$ cat config.mk
export PLATFORM = sky130hd
export DESIGN_NAME = camera_video_timing_port
export DESIGN_NICKNAME = d
export VERILOG_FILES = /design/src/cvt_pkg.sv /design/src/camera_video_timing_port.sv /design/src/coordinate_stepper.sv /design/src/pixel_clock_divider.sv
export SDC_FILE = /design/constraint.sdc
export NUM_CORES = 1
export LEC_CHECK = 0
export BUFFER_PORTS_ARGS = -buffer_cell sky130_fd_sc_hd__clkbuf_2
export CORE_UTILIZATION = 55
export DETAILED_ROUTE_END_ITERATION = 7
export PLACE_DENSITY_LB_ADDON = 0.25
export RECOVER_POWER = 50
export SETUP_SLACK_MARGIN = 0.15
export SYNTH_ARGS = -nofsm -noshare
export SYNTH_HDL_FRONTEND = slang
export SYNTH_SLANG_ARGS = --single-unit
$ cat constraint.sdc
create_clock -name clk -period 4.4 [get_ports clk]
set_input_delay 0.44 -clock clk [delete_from_list [all_inputs] [get_ports clk]]
set_output_delay 0.44 -clock clk [all_outputs]
set_load 0.02 [all_outputs]
$ cat src/cvt_pkg.sv
// Summary of operation
// - Window programmable 2x4 to 1632x1220, default 1600x1200
// - Window moves only line_valid, never frame rate
// - Zoom/pan: 2:1 medium, 4:1 small only
// - Zoom vertical start 10 bits, pan bit 2
// - Medium mode outputs 800x600, both axes sub-sampled
// - Small mode outputs 400x296, faster frame rate
// - Exposure enable high precharges; start low exposes
// - Exposure enable low reads frame out line-wise
// - After snapshot frame: live, or stop if single
// - Prescaler divides pixel and frame rate 1/2..1/64
// - Dummy pixels per line slow frame rate
// - Dummy lines in vertical sync slow frame rate
// - Pixel clock scales linearly with frame rate
// - Hard or soft reset restores all register defaults
// - Hard power-down halts clock, clears all counters
// - Soft power-down suspends activity, keeps registers
// - 10-bit port, optional most/least bit swap
// - Master or slave; data tied to pixel clock
// - Data valid on falling edge; bit 4 rising
// - Bit 5 gates pixel clock to active video
// - Line order B,G then G,R from frame start
// - Medium mode keeps column pairs 0-1, 4-5, ...
package cvt_pkg;

  // ---------------------------------------------------------------
  // Geometry and timing
  // ---------------------------------------------------------------
  localparam int         COORD_W     = 11;
  localparam int         ARRAY_COLS  = 1632;
  localparam int         ARRAY_ROWS  = 1220;
  localparam logic [16:0] SYNC_LINES = 17'h00004;
  localparam logic [10:0] MED_W      = 11'h320;
  localparam logic [10:0] MED_H      = 11'h258;
  localparam logic [10:0] SMALL_W    = 11'h190;
  localparam logic [10:0] SMALL_H    = 11'h128;

  // ---------------------------------------------------------------
  // Register offsets
  // ---------------------------------------------------------------
  localparam logic [7:0] A_CLK_DIV  = 8'h10;
  localparam logic [7:0] A_VPC      = 8'h11;
  localparam logic [7:0] A_MODE     = 8'h12;
  localparam logic [7:0] A_STATUS   = 8'h13;
  localparam logic [7:0] A_DPIX_LO  = 8'h14;
  localparam logic [7:0] A_DPIX_HI  = 8'h15;
  localparam logic [7:0] A_DLINE_LO = 8'h16;
  localparam logic [7:0] A_DLINE_HI = 8'h17;
  localparam logic [7:0] A_FADJ_LO  = 8'h18;
  localparam logic [7:0] A_FADJ_HI  = 8'h19;
  localparam logic [7:0] A_WH_START = 8'h1a;
  localparam logic [7:0] A_WH_END   = 8'h1b;
  localparam logic [7:0] A_WH_EXT   = 8'h1c;
  localparam logic [7:0] A_WV_START = 8'h1d;
  localparam logic [7:0] A_WV_END   = 8'h1e;
  localparam logic [7:0] A_WV_EXT   = 8'h1f;
  localparam logic [7:0] A_PAN      = 8'h34;
  localparam logic [7:0] A_ZOOM_EXT = 8'h48;
  localparam logic [7:0] A_ZOOM     = 8'h49;

  // ---------------------------------------------------------------
  // Field positions
  // ---------------------------------------------------------------
  localparam int VPC_RISE_BIT  = 4;
  localparam int VPC_GATE_BIT  = 5;
  localparam int MODE_ZOOM_BIT = 2;
  localparam int MODE_ONE_BIT  = 3;
  localparam int MODE_SWAP_BIT = 4;
  localparam int MODE_SLV_BIT  = 5;
  localparam int MODE_SPD_BIT  = 6;
  localparam int MODE_SRST_BIT = 7;
  localparam int PAN_H_BIT     = 2;
  localparam logic [1:0] SKIP_FULL   = 2'h0;
  localparam logic [1:0] SKIP_MEDIUM = 2'h1;
  localparam logic [1:0] SKIP_SMALL  = 2'h2;

  typedef enum logic [2:0] {
    st_live, st_precharge, st_expose, st_readout, st_halted
  } snap_e;

  typedef struct packed {
    logic [7:0] clk_div, vpc, mode, dpix_lo, dpix_hi;
    logic [7:0] dline_lo, dline_hi, fadj_lo, fadj_hi;
    logic [7:0] wh_start, wh_end, wh_ext, wv_start, wv_end, wv_ext;
    logic [7:0] pan, zoom_ext, zoom;
  } cfg_s;

  // Default window: columns 16..1615, rows 10..1209
  localparam cfg_s CFG_RESET = '{
    wh_start: 8'h02, wh_end: 8'hca, wh_ext: 8'h00,
    wv_start: 8'h01, wv_end: 8'h97, wv_ext: 8'h12,
    default: 8'h00};

  typedef struct packed {
    cfg_s        cfg;
    snap_e       snap;
    logic [15:0] dpix;
    logic [16:0] lead;
    logic        in_lead, pclk, line_valid, frame_sync, array_reset;
    logic [9:0]  video;
    logic [7:0]  rdata;
    logic        video_oe_n, pclk_oe_n;
  } top_s;

  typedef struct packed {
    logic [COORD_W-1:0] pos;
  } stepper_s;

  typedef struct packed {
    logic [5:0] cnt;
    logic       ext_prev;
  } divider_s;

endpackage

$ cat src/camera_video_timing_port.sv
`timescale 1ns/1ps
module camera_video_timing_port #(
  parameter int LINE_TOTAL = 1922,
  parameter int FRAME_ROWS = 1248
) (
  // Clock and reset
  input  wire logic        clk,
  input  wire logic        rst,
  // Control pins
  input  wire logic        hard_reset_n,
  input  wire logic        power_down_in,
  input  wire logic        frame_exposure_enable,
  input  wire logic        exposure_start_n,
  // Decoded serial control bus accesses
  input  wire logic        reg_write,
  input  wire logic [7:0]  reg_addr,
  input  wire logic [7:0]  reg_wdata,
  output logic      [7:0]  reg_rdata,
  // Host pixel clock in slave mode
  input  wire logic        ext_pixel_clk,
  // Sensor array
  input  wire logic [9:0]  array_data,
  output logic      [10:0] array_row,
  output logic      [10:0] array_col,
  output logic             array_reset,
  // Video port
  output logic             pclk_out,
  output logic             pclk_oe_n,
  output logic             line_valid,
  output logic             frame_sync,
  output logic      [9:0]  video_data,
  output logic             video_oe_n
);

  // ---------------------------------------------------------------
  // Elaboration checks
  // ---------------------------------------------------------------
  if (LINE_TOTAL <= cvt_pkg::ARRAY_COLS || LINE_TOTAL > 2047) begin : g_lchk
    $error("LINE_TOTAL out of range");
  end
  if (FRAME_ROWS <= cvt_pkg::ARRAY_ROWS || FRAME_ROWS > 2047) begin : g_fchk
    $error("FRAME_ROWS out of range");
  end

  localparam logic [10:0] H_LIMIT = 11'(LINE_TOTAL);
  localparam logic [10:0] V_LIMIT = 11'(FRAME_ROWS);

  cvt_pkg::top_s state;
  cvt_pkg::top_s next_state;
  logic        full_rst;
  logic        run;
  logic        running;
  logic        cnt_clear;
  logic        rise;
  logic        fall;
  logic        tick;
  logic        zooming;
  logic        dpix_done;
  logic        h_adv;
  logic        v_adv;
  logic        h_wrap;
  logic        v_wrap;
  logic        in_win;
  logic        next_valid;
  logic [1:0]  skip;
  logic [10:0] h_lo;
  logic [10:0] h_hi;
  logic [10:0] v_lo;
  logic [10:0] v_hi;
  logic [10:0] out_w;
  logic [10:0] out_h;
  logic [16:0] lead_total;
  logic [9:0]  pix;

  // ---------------------------------------------------------------
  // Pixel clock and array position
  // ---------------------------------------------------------------
  pixel_clock_divider u_div (
    .clk     (clk),
    .rst     (cnt_clear),
    .run     (run),
    .slave   (state.cfg.mode[cvt_pkg::MODE_SLV_BIT]),
    .ext_clk (ext_pixel_clk),
    .ratio   (state.cfg.clk_div[5:0]),
    .rise    (rise),
    .fall    (fall)
  );

  coordinate_stepper u_col (
    .clk     (clk),
    .rst     (cnt_clear),
    .advance (h_adv),
    .skip    (skip),
    .limit   (H_LIMIT),
    .pos     (array_col),
    .wrap    (h_wrap)
  );

  coordinate_stepper u_row (
    .clk     (clk),
    .rst     (cnt_clear),
    .advance (v_adv),
    .skip    (skip),
    .limit   (V_LIMIT),
    .pos     (array_row),
    .wrap    (v_wrap)
  );

  // ---------------------------------------------------------------
  // Control decode
  // ---------------------------------------------------------------
  always_comb begin
    full_rst = rst || !hard_reset_n ||
               state.cfg.mode[cvt_pkg::MODE_SRST_BIT];
    // Soft power-down freezes the counters but keeps every register
    run = !power_down_in && !state.cfg.mode[cvt_pkg::MODE_SPD_BIT];
    running = state.snap == cvt_pkg::st_live ||
              state.snap == cvt_pkg::st_readout;
    cnt_clear = full_rst || power_down_in || !running;
    tick = state.cfg.vpc[cvt_pkg::VPC_RISE_BIT] ? fall : rise;
    dpix_done = state.dpix >= {state.cfg.dpix_hi, state.cfg.dpix_lo};
    h_adv = tick && dpix_done && !cnt_clear;
    v_adv = h_wrap && !state.in_lead;
    lead_total = 17'(cvt_pkg::SYNC_LINES +
                     {state.cfg.dline_hi, state.cfg.dline_lo} +
                     {state.cfg.fadj_hi, state.cfg.fadj_lo});
    for (int i = 0; i < 10; i++) begin
      pix[i] = state.cfg.mode[cvt_pkg::MODE_SWAP_BIT] ?
               array_data[9-i] : array_data[i];
    end
  end

  // ---------------------------------------------------------------
  // Window and zoom
  // ---------------------------------------------------------------
  always_comb begin
    zooming = state.cfg.mode[cvt_pkg::MODE_ZOOM_BIT] &&
              (state.cfg.mode[1:0] == cvt_pkg::SKIP_MEDIUM ||
               state.cfg.mode[1:0] == cvt_pkg::SKIP_SMALL);
    if (state.cfg.mode[1:0] == cvt_pkg::SKIP_SMALL) begin
      out_w = cvt_pkg::SMALL_W;
      out_h = cvt_pkg::SMALL_H;
    end else begin
      out_w = cvt_pkg::MED_W;
      out_h = cvt_pkg::MED_H;
    end
    // Reserved mode 3 runs as full resolution
    skip = (zooming || state.cfg.mode[1:0] == 2'h3) ?
           cvt_pkg::SKIP_FULL : state.cfg.mode[1:0];
    h_lo = {state.cfg.wh_start, state.cfg.wh_ext[2:0]};
    h_hi = {state.cfg.wh_end, state.cfg.wh_ext[5:3]};
    v_lo = {state.cfg.wv_start, state.cfg.wv_ext[2:0]};
    v_hi = {state.cfg.wv_end, state.cfg.wv_ext[5:3]};
    if (zooming) begin
      // Full-rate crop of the output size gives the zoom ratio
      if (state.cfg.pan[cvt_pkg::PAN_H_BIT]) begin
        h_lo = 11'(h_lo + out_w);
      end
      h_hi = 11'(h_lo + out_w);
      v_lo = {1'b0, state.cfg.zoom_ext[1:0], state.cfg.zoom};
      v_hi = 11'(v_lo + out_h);
    end
    // Window gates only line_valid; line and frame lengths stay put
    in_win = array_col >= h_lo && array_col < h_hi &&
             array_row >= v_lo && array_row < v_hi;
    next_valid = !state.in_lead && dpix_done && in_win;
  end

  // ---------------------------------------------------------------
  // Next state
  // ---------------------------------------------------------------
  always_comb begin
    next_state = state;
    if (reg_write) begin
      case (reg_addr)
        cvt_pkg::A_CLK_DIV:  next_state.cfg.clk_div  = reg_wdata;
        cvt_pkg::A_VPC:      next_state.cfg.vpc      = reg_wdata;
        cvt_pkg::A_MODE:     next_state.cfg.mode     = reg_wdata;
        cvt_pkg::A_DPIX_LO:  next_state.cfg.dpix_lo  = reg_wdata;
        cvt_pkg::A_DPIX_HI:  next_state.cfg.dpix_hi  = reg_wdata;
        cvt_pkg::A_DLINE_LO: next_state.cfg.dline_lo = reg_wdata;
        cvt_pkg::A_DLINE_HI: next_state.cfg.dline_hi = reg_wdata;
        cvt_pkg::A_FADJ_LO:  next_state.cfg.fadj_lo  = reg_wdata;
        cvt_pkg::A_FADJ_HI:  next_state.cfg.fadj_hi  = reg_wdata;
        cvt_pkg::A_WH_START: next_state.cfg.wh_start = reg_wdata;
        cvt_pkg::A_WH_END:   next_state.cfg.wh_end   = reg_wdata;
        cvt_pkg::A_WH_EXT:   next_state.cfg.wh_ext   = reg_wdata;
        cvt_pkg::A_WV_START: next_state.cfg.wv_start = reg_wdata;
        cvt_pkg::A_WV_END:   next_state.cfg.wv_end   = reg_wdata;
        cvt_pkg::A_WV_EXT:   next_state.cfg.wv_ext   = reg_wdata;
        cvt_pkg::A_PAN:      next_state.cfg.pan      = reg_wdata;
        cvt_pkg::A_ZOOM_EXT: next_state.cfg.zoom_ext = reg_wdata;
        cvt_pkg::A_ZOOM:     next_state.cfg.zoom     = reg_wdata;
        default: ;
      endcase
    end
    case (reg_addr)
      cvt_pkg::A_CLK_DIV:  next_state.rdata = state.cfg.clk_div;
      cvt_pkg::A_VPC:      next_state.rdata = state.cfg.vpc;
      cvt_pkg::A_MODE:     next_state.rdata = state.cfg.mode;
      cvt_pkg::A_STATUS:   next_state.rdata = {2'h0, state.frame_sync,
        state.line_valid, state.in_lead, state.snap};
      cvt_pkg::A_DPIX_LO:  next_state.rdata = state.cfg.dpix_lo;
      cvt_pkg::A_DPIX_HI:  next_state.rdata = state.cfg.dpix_hi;
      cvt_pkg::A_DLINE_LO: next_state.rdata = state.cfg.dline_lo;
      cvt_pkg::A_DLINE_HI: next_state.rdata = state.cfg.dline_hi;
      cvt_pkg::A_FADJ_LO:  next_state.rdata = state.cfg.fadj_lo;
      cvt_pkg::A_FADJ_HI:  next_state.rdata = state.cfg.fadj_hi;
      cvt_pkg::A_WH_START: next_state.rdata = state.cfg.wh_start;
      cvt_pkg::A_WH_END:   next_state.rdata = state.cfg.wh_end;
      cvt_pkg::A_WH_EXT:   next_state.rdata = state.cfg.wh_ext;
      cvt_pkg::A_WV_START: next_state.rdata = state.cfg.wv_start;
      cvt_pkg::A_WV_END:   next_state.rdata = state.cfg.wv_end;
      cvt_pkg::A_WV_EXT:   next_state.rdata = state.cfg.wv_ext;
      cvt_pkg::A_PAN:      next_state.rdata = state.cfg.pan;
      cvt_pkg::A_ZOOM_EXT: next_state.rdata = state.cfg.zoom_ext;
      cvt_pkg::A_ZOOM:     next_state.rdata = state.cfg.zoom;
      default:             next_state.rdata = 8'h00;
    endcase

    // Snapshot sequencing
    unique case (state.snap)
      cvt_pkg::st_live, cvt_pkg::st_readout, cvt_pkg::st_halted: begin
        if (frame_exposure_enable) begin
          next_state.snap = cvt_pkg::st_precharge;
        end else if (state.snap == cvt_pkg::st_readout && v_wrap) begin
          next_state.snap = state.cfg.mode[cvt_pkg::MODE_ONE_BIT] ?
            cvt_pkg::st_halted : cvt_pkg::st_live;
        end
      end
      cvt_pkg::st_precharge: begin
        if (!frame_exposure_enable) begin
          next_state.snap = cvt_pkg::st_readout;
        end else if (!exposure_start_n) begin
          next_state.snap = cvt_pkg::st_expose;
        end
      end
      cvt_pkg::st_expose: begin
        if (!frame_exposure_enable) begin
          next_state.snap = cvt_pkg::st_readout;
        end
      end
      default: next_state.snap = cvt_pkg::st_live;
    endcase
    next_state.array_reset =
      next_state.snap == cvt_pkg::st_precharge;

    // Line and frame sequencing; frames open with sync and dummy lines
    if (cnt_clear) begin
      next_state.dpix       = 16'h0000;
      next_state.lead       = 17'h00000;
      next_state.in_lead    = 1'b1;
      next_state.line_valid = 1'b0;
      next_state.frame_sync = 1'b0;
      next_state.video      = 10'h000;
    end else if (tick) begin
      if (!dpix_done) begin
        next_state.dpix = state.dpix + 16'h0001;
      end else if (h_wrap) begin
        next_state.dpix = 16'h0000;
        if (state.in_lead) begin
          next_state.lead = state.lead + 17'h00001;
          if (state.lead + 17'h00001 >= lead_total) begin
            next_state.in_lead = 1'b0;
          end
        end else if (v_wrap) begin
          next_state.in_lead = 1'b1;
          next_state.lead    = 17'h00000;
        end
      end
      next_state.line_valid = next_valid;
      next_state.video = next_valid ? pix : 10'h000;
      next_state.frame_sync = state.in_lead &&
                              state.lead < cvt_pkg::SYNC_LINES;
    end

    // Pixel clock pin
    if (cnt_clear || !run) begin
      next_state.pclk = 1'b0;
    end else if (rise) begin
      next_state.pclk = 1'b1;
    end else if (fall) begin
      next_state.pclk = 1'b0;
    end
    if (next_state.cfg.vpc[cvt_pkg::VPC_GATE_BIT] &&
        !next_state.line_valid) begin
      next_state.pclk = 1'b0;
    end
    next_state.video_oe_n = power_down_in;
    next_state.pclk_oe_n = power_down_in ||
                           state.cfg.mode[cvt_pkg::MODE_SLV_BIT];
  end

  always_ff @(posedge clk) begin
    if (full_rst) begin
      state     <= '0;
      state.cfg <= cvt_pkg::CFG_RESET;
      state.in_lead <= 1'b1;
    end else begin
      state <= next_state;
    end
  end

  assign reg_rdata   = state.rdata;
  assign array_reset = state.array_reset;
  assign pclk_out    = state.pclk;
  assign pclk_oe_n   = state.pclk_oe_n;
  assign line_valid  = state.line_valid;
  assign frame_sync  = state.frame_sync;
  assign video_data  = state.video;
  assign video_oe_n  = state.video_oe_n;
endmodule

$ cat src/coordinate_stepper.sv
`timescale 1ns/1ps
module coordinate_stepper (
  // Clock and counter clear
  input  wire logic                        clk,
  input  wire logic                        rst,
  // Stepping control
  input  wire logic                        advance,
  input  wire logic [1:0]                  skip,
  input  wire logic [cvt_pkg::COORD_W-1:0] limit,
  // Position
  output logic      [cvt_pkg::COORD_W-1:0] pos,
  output logic                             wrap
);

  cvt_pkg::stepper_s state;
  cvt_pkg::stepper_s next_state;
  logic [cvt_pkg::COORD_W:0] target;

  always_comb begin
    target = {1'b0, state.pos} + 12'h001;
    // Skipped pairs are never visited, so sub-sampled lines get shorter
    if (skip == cvt_pkg::SKIP_MEDIUM && state.pos[1:0] == 2'h1) begin
      target = {1'b0, state.pos} + 12'h003;
    end else if (skip == cvt_pkg::SKIP_SMALL && state.pos[2:0] == 3'h1) begin
      target = {1'b0, state.pos} + 12'h007;
    end
    wrap = advance && (target >= {1'b0, limit});
    next_state = state;
    if (advance) begin
      next_state.pos = wrap ? '0 : target[cvt_pkg::COORD_W-1:0];
    end
  end

  always_ff @(posedge clk) begin
    if (rst) begin
      state <= '0;
    end else begin
      state <= next_state;
    end
  end

  assign pos = state.pos;

endmodule

$ cat src/pixel_clock_divider.sv
`timescale 1ns/1ps
module pixel_clock_divider (
  // Clock and reset
  input  wire logic       clk,
  input  wire logic       rst,
  // Control
  input  wire logic       run,
  input  wire logic       slave,
  input  wire logic       ext_clk,
  input  wire logic [5:0] ratio,
  // Pixel clock phases
  output logic            rise,
  output logic            fall
);

  cvt_pkg::divider_s state;
  cvt_pkg::divider_s next_state;
  logic [5:0] last;
  logic [6:0] half;

  always_comb begin
    // Setting 0 behaves as 1, so the fastest rate is half the input
    last = (ratio == 6'h00) ? 6'h01 : ratio;
    half = 7'(({1'b0, last} + 7'h01) >> 1);
    if (slave) begin
      rise = run && ext_clk && !state.ext_prev;
      fall = run && !ext_clk && state.ext_prev;
    end else begin
      rise = run && state.cnt == 6'h00;
      fall = run && {1'b0, state.cnt} == half;
    end
    next_state.ext_prev = ext_clk;
    if (!run || state.cnt >= last) begin
      next_state.cnt = 6'h00;
    end else begin
      next_state.cnt = state.cnt + 6'h01;
    end
  end

  always_ff @(posedge clk) begin
    if (rst) begin
      state <= '0;
    end else begin
      state <= next_state;
    end
  end

endmodule

# == After elaboration in Yosys (flattened, before gate mapping) ==
# Cells that the tools add are included.
# word_totals
reg_bits,234
in_bits,34
out_inout_bits,46
wordCells,235
# op_classes
addsub,15
order_cmp,10
n_eq_ne,35
mux,65
reduce_logical,75
# ops
cell,count
$pmux W8 S19,1
$mux W134,1
$eq A8 B5 Y1 const B,16
$mux W8,16
$mux W11,8
$mux W12,4
$reduce_and A2 Y1,19
$mux W18,2
$mux W34,1
$mux W10,3
$logic_and A1 B1 Y1,25
$add A11 B1 Y12 const B,2
$add A11 B2 Y12 const B,2
$add A11 B3 Y12 const B,2
$ge A12 B11 Y1 const B,2
$add A11 B11 Y11,2
$ge A11 B11 Y1,2
$lt A11 B11 Y1,2
$mux W3,6
$add A17 B1 Y17 const B,1
$add A17 B16 Y17,1
$add A3 B16 Y17 const A,1
$ge A17 B17 Y1,1
$lt A17 B3 Y1 const B,1
other kinds (29),79

# == Depth between registers and ports, before layout ==
# logic_depth
depth_word,18
mapped_depth,24
mapped_depth_nobuf,23

# == Modules after synthesis ==
# From an unflattened synthesis, not the netlist that was laid out.
# hier_totals
cells_unflattened,1992
hier_area_um2,15856.5
# by_module_without_submodules
mod,instances,cells_each,area_per_inst_um2,seq_area_each_um2
camera_video_timing_port,1,1657,13151.4,4103.9
coordinate_stepper,2,129,1042.2,220.2
pixel_clock_divider,1,77,620.6,140.1

# == Least setup slack after synthesis ==
# No wires, ideal clock.
# synth_timing
path_type,register to register
startpoint,register state[181] in the netlist's numbering
endpoint,"register state, in the netlist video_data[1]"
setup_ns,0.060
t_arrival_ns,4.357
required_time_ns,4.340
path_slack_ns,-0.017
stages_incl_launch_ff,22
path_buffers,1
synth_period_minus_slack_ns,4.417
cell_sequence,dfxtp_1 -> inv_1 -> ha_1 -> inv_1 -> fa_1 -> mux2_2 -> fa_1 -> a31oi_1 -> nand2_1 -> a21oi_1 -> xnor2_1 -> nor2_1 -> a21oi_1 -> ha_1 -> nor3_1 -> o21ai_0 -> a221oi_1 -> and4_1 -> nand4_1 -> nor4_1 -> clkbuf_1 -> a22o_1
# synth_via
elab_chain_cells,13
word_cells_on_any_way,24
classes_between,add/sub: 3; order compare: 4; eq/ne: 2; mux: 9; reduce/logical: 6
# synth_rtl
element,line_no,rtl
"start, declared",camera_video_timing_port.sv:48,cvt_pkg::top_s state;
"start signal, assigned",camera_video_timing_port.sv:300,state <= next_state;
$eq A2 B2 Y1,"camera_video_timing_port.sv:139, camera_video_timing_port.sv:140",
$mux W10,camera_video_timing_port.sv:140,if (state.cfg.mode[1:0] == cvt_pkg::SKIP_SMALL) begin
$add A11 B11 Y11,camera_video_timing_port.sv:157,h_lo = 11'(h_lo + out_w);
$mux W11,camera_video_timing_port.sv:156,if (state.cfg.pan[cvt_pkg::PAN_H_BIT]) begin
$mux W11,camera_video_timing_port.sv:154,if (zooming) begin
$add A11 B11 Y11,camera_video_timing_port.sv:159,h_hi = 11'(h_lo + out_w);
$mux W11,camera_video_timing_port.sv:154,
$lt A11 B11 Y1,camera_video_timing_port.sv:164,in_win = array_col >= h_lo && array_col < h_hi &&
$logic_and A1 B1 Y1 (2 in a row),camera_video_timing_port.sv:164,
$logic_and A1 B1 Y1 *,camera_video_timing_port.sv:165,array_row >= v_lo && array_row < v_hi;
$logic_and A1 B1 Y1 *,camera_video_timing_port.sv:166,next_valid = !state.in_lead && dpix_done && in_win;
$mux W10 *,camera_video_timing_port.sv:272,next_state.video = next_valid ? pix : 10'h000;
# Every way passes the cells marked *; elsewhere a longest branch is shown, timed or not. The select of a mux whose other input is x is not followed.
# A chain may end at the register's enable or synchronous reset.

# == Worst setup path after layout ==
# layout_timing
startpoint,register state[181] in the netlist's numbering
endpoint,"register state, in the netlist video_data[8]"
# The elaborated chain is that of the path after synthesis.

==> summary.md <==
| Metric | Value |
|---|---|
| Actual slew at the worst max-slew pin | `around 1.9 ns` |
| Total congestion overflow | `0` |
| Die area | `~0.028 mm^2` |
| Final hold violations | `0` |
| #FFs+latches synth | `approximately 230` |
| Final wirelength | `~50,000 um` |
| Worst Skew | `0.02833 ns` |
| CTS tree | `done` |
| IO Port Bufs | `around 80` |
| Iteration-0 DRC Markers | `2,014` |
| Sw frac | `0.2392` |
| Crit path required time | `between 4 and 5 ns` |
| Reg2reg setup slack | `between 0.15 and 0.2 ns` |
| Syn avg cell area | `7.962 um^2` |
| GP Congestion | `about 1.0` |
| Pre-Repair DR Iteration Count | `6` |
| Post-synth net total | `between 2,000 and 2,500` |
| CP max FO | `6` |
| Min Clock Period, post-route | `roughly 4.2 ns` |
| Final setup vio count | `0` |
| Fin cells | `about 2,300` |
| Clock buffer depth | `3` |
| Crit Path Class | `flip-flop to flip-flop` |
| Layout area overhead | `11.96%` |
| Clock network fraction of total power | `0.494` |
| Chip width | `around 170 um` |
| Gate power share | `0.044` |
| Sequential share of power | `0.462` |
| Max-Cap Viols | `2` |
| Slowest stage delay, CP | `about 0.43 ns` |
| Post-synthesis cell area | `around 0.015 mm^2` |
| Inst Count DP | `~2,200` |
| Antenna violations before repair | `1` |
| Layout cells sized above 1 | `0.1145` |
| Number of synthesized flops with an enable pin | `0` |
| Worst VDD drop | `0.2384 mV` |
| Internal power | `around 0.0035 W` |
| Reg2reg end | `video_data[8]` |
| CP max stage cell | `fa_1` |
| Pwr dens | `272.5 mW/mm^2` |
| Period utilization | `0.9582` |
| Row cnt | `60` |
| Core area | `between 0.02 and 0.03 mm^2` |
| Post-synthesis sequential area ratio | `0.3105` |
| Detail-routed net length per standard cell | `between 20 and 25 um` |
| Psw | `approximately 0.0011 W` |
| Largest net degree at the start of global routing | `93` |
| Starting Density | `0.5598` |
| Design Power | `~0.0046 W` |
| WHS Path Cells | `2` |
| Hold_sp | `hard_reset_n` |
| Status | `complete, but fails checks` |
| Unrepaired setup endpoints after global routing | `yes` |
| DP Area | `0.01579 mm^2` |
| Vias in the first global route | `approximately 14,000` |
| HPWL after DPL | `between 30,000 and 40,000 um` |
| Clock Sinks | `234` |
| Critical-path cell list | `inv_2 > ha_4 > ha_4 > fa_1 > mux2_4 > fa_2 > a31oi_4 > nand2_2 > a21oi_2 > xnor2_1 > nor2_1 > a21oi_1 > ha_2 > nor3_2 > o21ai_1 > a221oi_1 > and4_1 > nand4_1 > nor4_4 > buf_4 > a22o_1` |
| Hold Path End | `video_oe_n` |
| Clk_lat worst skew | `0.56 ns` |
| DR DRC count | `0` |
| Synth Instances | `roughly 1,900` |
| Reg2Reg Launch Point | `state[181]` |
| Vias per cell | `about 6.5` |
| Root Buffer | `clkbuf_16` |
| CP Capture Type | `flip-flop` |
| Clk slew on worst S/H paths | `0.06 ns` |
| Nets@finish | `2,114` |
| Vias | `approximately 15,000` |
| Hold Path Class | `input pin to flip-flop` |
| Number of I/O pins | `80` |
| Top cell by count, worst path | `ha_4` |
| FFs w/ async S/R, synth | `0` |
| Fill cells | `~2,400` |
| Util after Layout | `0.6268` |
| Worst EP arrival | `around 4.7 ns` |
| Yosys Warn Count | `0` |
| Die extent in y | `~170 um` |
| First-pass GRT wire length | `a little under 80,000 um` |
| CTS hold repair buffers | `0` |
| Max-slew violations | `~140` |
| Pleak | `between 6 and 7 nW` |
| Reg2reg path depth | `21` |
| Max Freq | `~0.24 GHz` |
| Failing checks | `capacitance limit, slew limit` |
| Main synth FF type | `dfxtp_1` |
| Slew Limit Headroom | `-0.2824` |
| Netlist cell types | `76` |
| H-tree depth | `1` |
| Design area | `between 0.015 and 0.02 mm^2` |
| Number of inserted diodes | `0` |
| DRT antenna net count | `0` |
| Critical Path Start Type | `flip-flop` |
| GRT Util Overall | `0.3529` |
| CTS Buf Count | `27` |
-- state kept, by name (all words and copies together), names as in the netlist --
name	flops
array_reset	1
frame_sync	1
line_valid	1
pclk_oe_n	1
pclk_out	1
reg_rdata	8
state	181
u_col.pos	11
u_div.state	7
u_row.pos	11
video_data	10
video_oe_n	1
-- kinds of logic after synthesis --
| kind of cell | count (synthesis) | synth area share |
|---|---|---|
| compound gates | 480 | 0.2039 |
| xor+xnor | 75 | 0.04354 |
| fa+ha+maj | 143 | 0.1216 |
| buf+inv | 184 | 0.05249 |
| flops | 234 | 0.3105 |
| mux | 53 | 0.03682 |
| simple gates | 726 | 0.2312 |
-- cells in the final DEF, fill, tap and decap left out, types with 7 or more instances in the layout --
| cell type | n |
|---|---|
| dfxtp_1 | 233 |
| nand2_1 | 224 |
| a21oi_1 | 210 |
| nand3_1 | 183 |
| ha_1 | 131 |
| nor2_1 | 119 |
| clkbuf_1 | 61 |
| buf_4 | 52 |
| inv_1 | 50 |
| xnor2_1 | 47 |
| o21ai_0 | 46 |
| mux2i_1 | 33 |
| clkbuf_2 | 33 |
| nor3_1 | 30 |
| a21o_1 | 29 |
| a22oi_1 | 29 |
| xor2_1 | 28 |
| clkbuf_16 | 27 |
| a22o_1 | 23 |
| and3_1 | 21 |
| mux2_2 | 19 |
| nand4_1 | 19 |
| a211oi_1 | 17 |
| nand2b_1 | 16 |
| nor2b_1 | 16 |
| nor4_1 | 15 |
| a221oi_1 | 15 |
| or3_1 | 11 |
| o21bai_1 | 10 |
| a31oi_1 | 10 |
| and2_1 | 9 |
| o21a_1 | 9 |
| o211ai_1 | 8 |
| nand3b_1 | 7 |
| or2_2 | 7 |
| and4_1 | 7 |
-- metrics by stage --
stage               hold slack [ns]  TNS, ns  setup WS, ns
floorplan                    0.4316        0        0.1938
global placement             0.4408        0       0.07996
detailed placement           0.4453  -0.2884      -0.03178
CTS                          0.1646        0        0.1598
global route                 0.1724  -0.7150      -0.08627
finish                       0.1659        0        0.1839
-- worst max path at each step --
stage / startpoint / to / slack (ns) / cells past startpoint
2_1_floorplan: state[181] / video_data[1] / 0.19 / 21
3_3_place_gp: state[181] / video_data[7] / 0.08 / 21
3_5_place_dp: state[181] / video_data[1] / -0.03 / 21
4_1_cts: state[181] / video_data[8] / 0.16 / 21
5_1_grt: state[181] / video_data[3] / -0.09 / 21
6_report: state[181] / video_data[8] / 0.18 / 21
-- power groups by stage --
stage	clock (W)	sequential, W	combinational [W]
floorplan	0	0.00217	0.000122
global placement	0	0.00217	0.000193
detailed placement	0	0.00217	0.000195
CTS	0.00227	0.00213	0.000196
global route	0.00235	0.00213	0.000212
finish	0.00227	0.00213	0.000203
-- cell type report --
class / instances / area, um^2 / area share
well taps: 341 / 426.7 / 0.02526
clock buffers: 40 / 774.5 / 0.04585
repair buffers: 143 / 828.3 / 0.04903
multi-input cells: 1477 / 9873 / 0.5845
flip-flops and latches: 234 / 4686 / 0.2774
clock inverters: 9 / 101.3 / 0.006000
inverters: 54 / 202.7 / 0.01200
-- what timing repair did --
| item | 4_1_cts | 5_1_grt |
|---|---|---|
| resized for setup | 20 | 43 |
| gates cloned | 1 | 0 |
| setup buffers | 4 | 4 |
| pin swaps | 10 | 18 |
| setup endpoints to repair | 42 | 62 |
-- metal layers --
metal	track usage	part of all wire	vias to the layer above
met5	0	0	-
met4	0.1424	0.040	0
met3	0.05838	0.097	136
met2	0.5484	0.44	759
met1	0.4856	0.43	7025
li1	-	-	6946
-- cell usage after synthesis, drive strengths merged, types with 29 or more instances --
library cell | instances | area share
a21o | 29 | 0.014
a21oi | 216 | 0.072
a22oi | 29 | 0.014
buf | 32 | 0.013
clkbuf | 98 | 0.026
dfxtp | 234 | 0.31
ha | 137 | 0.11
inv | 54 | 0.013
mux2i | 33 | 0.022
nand2 | 227 | 0.057
nand3 | 184 | 0.061
nor2 | 119 | 0.030
nor3 | 34 | 0.012
o21ai | 53 | 0.018
xnor2 | 47 | 0.027
-- critical path, delay by kind of cell, from the launching register on --
family                   cells  cell delay [ns]
AO/OA/AOI/OAI                6             0.80
buffers and inverters        2             0.26
XOR/XNOR                     1             0.08
AND/OR/NAND/NOR              6             1.00
adder cells (fa/ha/maj)      5             1.35
multiplexers                 1             0.29
flip-flops                   1             0.33
No activity file was read; power rests on OpenSTA's default activity.
